<file path="src/rtl/flash_host_pkg.sv">
// Notes on behaviour
// - Chip select, write strobe and output drive are separate; never drive during reads.
// - Commands are plain write cycles into the device command register.
// - Completion shows on ready/busy pin or poll bits; host may use either.
// - Host may suspend erase indefinitely; device resumes on resume command.
`default_nettype none
package flash_host_pkg;
	localparam int ADDR_W = 20;
	localparam int DATA_W = 16;
	localparam int BYTE_W = 8;
	localparam logic [3:0] REG_CTRL = 4'h0;
	localparam logic [3:0] REG_ADDR = 4'h4;
	localparam logic [3:0] REG_WDATA = 4'h8;
	localparam logic [3:0] REG_STATUS = 4'hC;
	localparam int CTRL_GO = 0;
	localparam int CTRL_WRITE = 1;
	localparam int CTRL_WORD = 2;
	localparam int CTRL_STBY = 3;
	localparam int CTRL_RST = 4;
	localparam int CTRL_WAITRDY = 5;
	localparam int ST_BUSY = 0;
	localparam int ST_RDY = 1;
	localparam int ST_RDATA = 16;
	localparam int SETUP_NS = 20;
	localparam int STROBE_NS = 60;
	localparam int HOLD_NS = 20;
	localparam int RST_NS = 500;
	localparam int CLK_NS = 4;
	localparam int SETUP_CYC = (SETUP_NS + CLK_NS - 1) / CLK_NS;
	localparam int STROBE_CYC = (STROBE_NS + CLK_NS - 1) / CLK_NS;
	localparam int HOLD_CYC = (HOLD_NS + CLK_NS - 1) / CLK_NS;
	localparam int RST_CYC = (RST_NS + CLK_NS - 1) / CLK_NS;
	localparam int CNT_W = 8;
	localparam int ST_POLL_BIT = 7;
	localparam int ST_TOG_BIT = 6;
	typedef enum logic [2:0] {S_IDLE, S_SETUP, S_STROBE, S_HOLD, S_WAITRDY, S_RESET} phase_t;
	typedef struct packed {
		logic n_ce;
		logic n_we;
		logic n_oe;
		logic n_rst;
		logic byte_n;
		logic [ADDR_W-1:0] addr;
		logic [DATA_W-1:0] dout;
		logic dout_en;
	} flash_pins_t;
endpackage
`default_nettype wire

</file>
<file path="src/rtl/flash_host.sv">
// Chosen here: the Avalon-MM interface to the registers and the address map.
`default_nettype none
module flash_host (
	input wire logic i_ref_clk,
	input wire logic i_sys_rst,
	input wire logic [3:0] i_avs_address,
	input wire logic i_avs_read,
	input wire logic i_avs_write,
	input wire logic [31:0] i_avs_writedata,
	output logic [31:0] o_avs_readdata,
	output logic o_avs_waitrequest,
	input wire logic [flash_host_pkg::DATA_W-1:0] i_data_lines,
	input wire logic i_op_done_indicator,
	output flash_host_pkg::flash_pins_t o_pins
);
	import flash_host_pkg::*;
	// ****************
	// State
	// ****************
	typedef struct packed {
		phase_t ph;
		logic [CNT_W-1:0] cnt;
		logic wr;
		logic word;
		logic stby;
		logic waitrdy;
		logic [ADDR_W-1:0] addr;
		logic [DATA_W-1:0] wdata;
		logic [DATA_W-1:0] rdata;
		logic rdy_q;
		logic ack;
		logic [31:0] rd;
		flash_pins_t pins;
	} state_t;
	state_t s_q, s_d;
	logic busy;
	assign busy = (s_q.ph != S_IDLE);
	// ****************
	// Next state
	// ****************
	always_comb begin
		s_d = s_q;
		s_d.ack = 1'b0;
		s_d.rdy_q = i_op_done_indicator;
		if ((i_avs_read || i_avs_write) && !s_q.ack) begin
			s_d.ack = 1'b1;
			if (i_avs_read) begin
				unique case (i_avs_address)
					REG_CTRL: s_d.rd = {26'h0, s_q.waitrdy, 2'h0, s_q.stby, s_q.word, s_q.wr};
					REG_ADDR: s_d.rd = {12'h0, s_q.addr};
					REG_WDATA: s_d.rd = {16'h0, s_q.wdata};
					REG_STATUS: s_d.rd = {s_q.rdata, 14'h0, s_q.rdy_q, busy};
					default: s_d.rd = 32'h0;
				endcase
			end else if (!busy) begin
				unique case (i_avs_address)
					REG_CTRL: begin
						s_d.wr = i_avs_writedata[CTRL_WRITE];
						s_d.word = i_avs_writedata[CTRL_WORD];
						s_d.stby = i_avs_writedata[CTRL_STBY];
						s_d.waitrdy = i_avs_writedata[CTRL_WAITRDY];
						if (i_avs_writedata[CTRL_RST]) begin
							s_d.ph = S_RESET;
							s_d.cnt = '0;
						end else if (i_avs_writedata[CTRL_GO]) begin
							s_d.ph = S_SETUP;
							s_d.cnt = '0;
						end
					end
					REG_ADDR: s_d.addr = i_avs_writedata[ADDR_W-1:0];
					REG_WDATA: s_d.wdata = i_avs_writedata[DATA_W-1:0];
					default: ;
				endcase
			end
		end
		s_d.pins.n_rst = 1'b1;
		s_d.pins.n_ce = s_q.stby;
		s_d.pins.n_we = 1'b1;
		s_d.pins.n_oe = 1'b1;
		s_d.pins.dout_en = 1'b0;
		s_d.pins.byte_n = s_q.word;
		s_d.pins.addr = s_q.addr;
		s_d.pins.dout = s_q.word ? s_q.wdata : {{BYTE_W{1'b0}}, s_q.wdata[BYTE_W-1:0]};
		unique case (s_q.ph)
			S_IDLE: ;
			S_RESET: begin
				s_d.pins.n_rst = 1'b0;
				s_d.cnt = s_q.cnt + 1'b1;
				if (s_q.cnt == CNT_W'(RST_CYC - 1)) s_d.ph = S_IDLE;
			end
			S_SETUP: begin
				s_d.pins.n_ce = 1'b0;
				s_d.pins.dout_en = s_q.wr;
				s_d.cnt = s_q.cnt + 1'b1;
				if (s_q.cnt == CNT_W'(SETUP_CYC - 1)) begin
					s_d.ph = S_STROBE;
					s_d.cnt = '0;
				end
			end
			S_STROBE: begin
				s_d.pins.n_ce = 1'b0;
				s_d.pins.n_we = !s_q.wr;
				s_d.pins.n_oe = s_q.wr;
				s_d.pins.dout_en = s_q.wr;
				s_d.cnt = s_q.cnt + 1'b1;
				if (s_q.cnt == CNT_W'(STROBE_CYC - 1)) begin
					s_d.ph = S_HOLD;
					s_d.cnt = '0;
					if (!s_q.wr) s_d.rdata = s_q.word ? i_data_lines :
						{{BYTE_W{1'b0}}, i_data_lines[BYTE_W-1:0]};
				end
			end
			S_HOLD: begin
				s_d.pins.n_ce = 1'b0;
				s_d.pins.dout_en = s_q.wr;
				s_d.cnt = s_q.cnt + 1'b1;
				if (s_q.cnt == CNT_W'(HOLD_CYC - 1)) begin
					s_d.ph = (s_q.wr && s_q.waitrdy) ? S_WAITRDY : S_IDLE;
					s_d.cnt = '0;
				end
			end
			S_WAITRDY: begin
				s_d.cnt = s_q.cnt + 1'b1;
				if (s_q.cnt == CNT_W'(HOLD_CYC - 1)) s_d.cnt = s_q.cnt;
				if (s_q.cnt == CNT_W'(HOLD_CYC - 1) && s_q.rdy_q) s_d.ph = S_IDLE;
			end
			default: s_d.ph = S_IDLE;
		endcase
	end
	always_ff @(posedge i_ref_clk or posedge i_sys_rst) begin
		if (i_sys_rst) begin
			s_q <= '0;
			s_q.pins.n_ce <= 1'b1;
			s_q.pins.n_we <= 1'b1;
			s_q.pins.n_oe <= 1'b1;
			s_q.pins.n_rst <= 1'b1;
		end else begin
			s_q <= s_d;
		end
	end
	assign o_avs_waitrequest = (i_avs_read || i_avs_write) && !s_q.ack;
	assign o_avs_readdata = s_q.rd;
	assign o_pins = s_q.pins;
endmodule // flash_host
`default_nettype wire

</file>
<file path="config.mk">
export PLATFORM = sky130hd
export DESIGN_NAME = flash_host
export DESIGN_NICKNAME = d
export VERILOG_FILES = /design/src/rtl/flash_host_pkg.sv /design/src/rtl/flash_host.sv
export SDC_FILE = /design/constraint.sdc
export NUM_CORES = 1
export LEC_CHECK = 0
export BUFFER_PORTS_ARGS = -buffer_cell sky130_fd_sc_hd__buf_2
export CORE_ASPECT_RATIO = 0.8
export CORE_MARGIN = 4
export CORE_UTILIZATION = 54
export DETAILED_ROUTE_END_ITERATION = 7
export PLACE_DENSITY_LB_ADDON = 0.15
export REMOVE_ABC_BUFFERS = 1
export SYNTH_ARGS = -nofsm -noshare
export SYNTH_HDL_FRONTEND = slang
export SYNTH_SLANG_ARGS = --single-unit
</file>
<file path="constraint.sdc">
create_clock -name i_ref_clk -period 4.38 [get_ports i_ref_clk]
set_input_delay 0.219 -clock i_ref_clk [delete_from_list [all_inputs] [get_ports i_ref_clk]]
set_output_delay 0.219 -clock i_ref_clk [all_outputs]
set_load 0.1 [all_outputs]
</file>
==> run_results.csv <==
group,metric,value,unit
run_status,status,"finished with violations",
run_status,failed_checks,"negative hold slack",
die,die_h,103,um
synth,synthesis.area,6050,sq um
global_route,grt_pass1_wl,19.5,mm
cells_and_area,seq_area,3580,sq um
critical_path,setup.worst_path.end,"s_d[24]$_DFFE_PP0P_",
cells_and_area,stdcell_area,6870,sq um
sta,period_share,56.3,%
clock_network,cts-root-buf,"clkbuf_16",
cells_and_area,multi_input_area,1820,sq um
critical_path,worst_r2r_endpoint,"s_d[24]$_DFFE_PP0P_",
die,die_area,13000,sq um
sta,slew_viol_final,0,
sta,period_minus_slack,2470,ps
power_and_ir_drop,p_leak,0.00350,uW
critical_path,endpoint_kind,"flip-flop",
place,dp_hpwl,7.73,mm
cells_and_area,n_fill_cell,928,
detailed_routing,wl,12.2,mm
critical_path,worstPathArrival,2760,ps
clock_network,worstSkewPairLatency,420,ps
clock_network,clockBufferDepth,2,
critical_path,ff2ff_path_depth,5,
synth,synth_edf_count,0,
clock_network,post_cts_resized,0,
critical_path,slowest_stage,"nand2_1",
hold_path,hp-class,"input pin to async pin",
sta,hold_viol,5,
die,chipWidth,126,um
sta,worst_pin_slew,1130,ps
clock_network,cts_buffers,17,
critical_path,path_class,"flip-flop to flip-flop",
critical_path,worst_path_dominant_cell_family,"simple AND/OR/NAND/NOR gates",
clock_network,cts_tree,"done",
flow_run,drv_cap,0,
synth,yosysUniqueCellTypes,48,
sta,setup_tns,0,ps
detailed_routing,drcViolationCount,0,
critical_path,r2r_start,"s_q[140]$_DFF_PP0_",
global_route,track_usage,19.7,%
clock_network,clkSinkCount,143,
synth,postSynthAreaPerCell,11.6,sq um
detailed_routing,wl_per_cell,16.6,um
place,io_buffers,119,
die,io_pins,132,
critical_path,crit_buf_inv,0,
sta,hold_ws,-25.0,ps
critical_path,required,4670,ps
global_route,grt_pass1_vias,3776,
detailed_routing,first_pass_iters,5,
synth,synth_cells,523,
sta,finalSetupViolations,0,
detailed_routing,vias,3779,
critical_path,r2r_slack,1910,ps
power_and_ir_drop,vdd_drop_max,0.000316,V
clock_network,clk_pin_slew,60,ps
synth,async_flop_share,100,%
place,place.gp.congestion,0.771,
synth,ys_seq_area_share,59.3,%
die,coreArea,10900,sq um
clock_network,postCtsSetupBuffers,0,
synth,ys.flop_type,"dfrtp_1",
global_route,grt_overflow,0,
critical_path,startpoint,"s_q[140]$_DFF_PP0_",
global_route,grt_max_degree,106,
sta,clock.fmax,405,MHz
place,place_area,6230,sq um
cells_and_area,num_antenna_cells,0,
die,fp-row-count,34,
synth,ys_seq_elements,143,
sta,clock_skew,12.2,ps
detailed_routing,drtIter0Drc,243,
cells_and_area,syn2layout_area_growth,13.6,%
die,initial_utilization,55.5,%
detailed_routing,vias_per_cell,5.17,
critical_path,critical_path_cell_count,5,
power_and_ir_drop,powerDensity,516,nW/um^2
detailed_routing,ant_nets,0,
critical_path,cpPeakStageDelay,650,ps
synth,yosys_warnings,0,
sta,rsz0062_at_grt,"false",
critical_path,crit_chain,"nor2_1, nand2_1, nor2_1, nand2_1, mux2_2",
sta,relSlewSlack,24.5,%
cells_and_area,layout.nets,634,
clock_network,ctsHtreeMaxLevel,4,
global_route,grt_antenna_before_repair,0,
critical_path,crit_path_max_fanout,20,
critical_path,critPathLaunchType,"flip-flop",
cells_and_area,drive_gt1_share,36.3,%
[final cells by class]
class	instances	area share, %
clock inverter	15	2.13
timing repair buffer	129	9.99
sequential	143	52.2
tap	144	2.62
multi-input combinational	277	26.5
clock buffer	17	6.20
inverter	6	0.401
[per-layer routing]
metal	track usage [%]	share of wire [%]	vias up
met5	0	0	-
met2	32.2	50	98
met4	5.85	0.81	0
met3	6.63	6.4	11
met1	25.5	43	1868
li1	-	-	1802
[synth_stat cells (3+ instances only)]
cell / n / area [sq um]
clkbuf_1: 18 / 67.6
ha_1: 3 / 37.5
nand3_1: 12 / 60.1
dfrtp_1: 139 / 3480
buf_2: 4 / 20.0
nor4_1: 4 / 25.0
nor2_1: 14 / 52.6
nand2b_1: 3 / 18.8
mux2_2: 41 / 462
a21o_1: 4 / 30.0
a21oi_1: 3 / 15.0
xnor2_1: 4 / 35.0
o21ai_0: 31 / 155
buf_4: 74 / 556
nand2_1: 92 / 345
or3_1: 3 / 18.8
and2_1: 9 / 56.3
dfstp_2: 4 / 105
a22oi_1: 16 / 120
inv_1: 6 / 22.5
a22o_1: 7 / 61.3
[placed cells by master (no fill, tap or decap), drive strengths merged, types with 2 or more instances in the layout]
cell | Yosys | routed
o21ai | 31 | 31
or4 | 2 | 2
a21o | 4 | 4
nand2 | 92 | 92
clkinv | 0 | 2
nor4 | 4 | 4
clkinvlp | 0 | 4
a22o | 7 | 7
nand4 | 2 | 2
inv | 6 | 14
or2 | 2 | 2
or3 | 3 | 3
nand3 | 12 | 12
nand3b | 2 | 2
mux2 | 41 | 41
nand2b | 3 | 3
a22oi | 16 | 16
buf | 79 | 123
dfrtp | 139 | 139
dfstp | 4 | 4
and2 | 9 | 9
nor2b | 3 | 3
nor3 | 3 | 3
clkbuf | 18 | 17
nor4b | 2 | 2
xnor2 | 4 | 4
o21a | 2 | 2
dlygate4sd3 | 0 | 6
ha | 3 | 3
nor2 | 14 | 14
a21oi | 3 | 3
[power by group]
group	total (uW)	leakage, uW	internal, uW	switching, uW
clock	1380	0.000270	796	586
combinational	653	0.00135	190	463
sequential	1510	0.00188	1420	93.6
total	3550	0.00350	2400	1140
[flip-flops by register name (all words and copies together), names as in the netlist]
signal,flops
s_q,48
o_avs_readdata,32
s_d,21
o_pins,42
[stage by stage]
stage	setup slack (ps)	power (uW)	util, %	hold WS [ps]	std cells
2_1_floorplan	330	2030	-	250	426
3_3_place_gp	1980	2170	57.2	328	693
3_5_place_dp	1890	2190	57.2	328	693
4_1_cts	1860	3580	63.1	0.0653	731
5_1_grt	1700	3700	63.1	2.40	731
6_report	1910	3550	63.1	-25.0	731
[what timing repair did]
| item | CTS | global route |
|---|---|---|
| endpoints found under the setup margin | 0 | 0 |
| hold buffers | 6 | 0 |
| endpoints found under the hold margin | 6 | 0 |
[cell families after synthesis]
logic type               synth area share [%]
AND/OR/NAND/NOR                          12.1
adder cells (fa/ha/maj)                 0.621
buffers and inverters                    11.2
multiplexers                             7.64
XOR/XNOR                                0.579
AO/OA/AOI/OAI                            8.55
flip-flops                               59.3
[worst min-delay path by stage]
| stage | endpoint | depth (start not counted) | slack (ps) | start |
|---|---|---|---|---|
| after CTS | s_q[76]$_DFFE_PP0P_ | 3 | 0.07 | i_data_lines[0] |
| after global routing | s_q[76]$_DFFE_PP0P_ | 3 | 2 | i_data_lines[0] |
| after detailed placement | s_q[75]$_DFF_PP0_ | 1 | 330 | i_op_done_indicator |
| final | o_avs_readdata[21]$_DFFE_PP0P_ | 2 | -20 | i_sys_rst |
| after global placement | s_q[75]$_DFF_PP0_ | 1 | 330 | i_op_done_indicator |
| after floorplan | s_q[75]$_DFF_PP0_ | 0 | 250 | i_op_done_indicator |
Note: power is estimated with default switching activity, not from simulation.
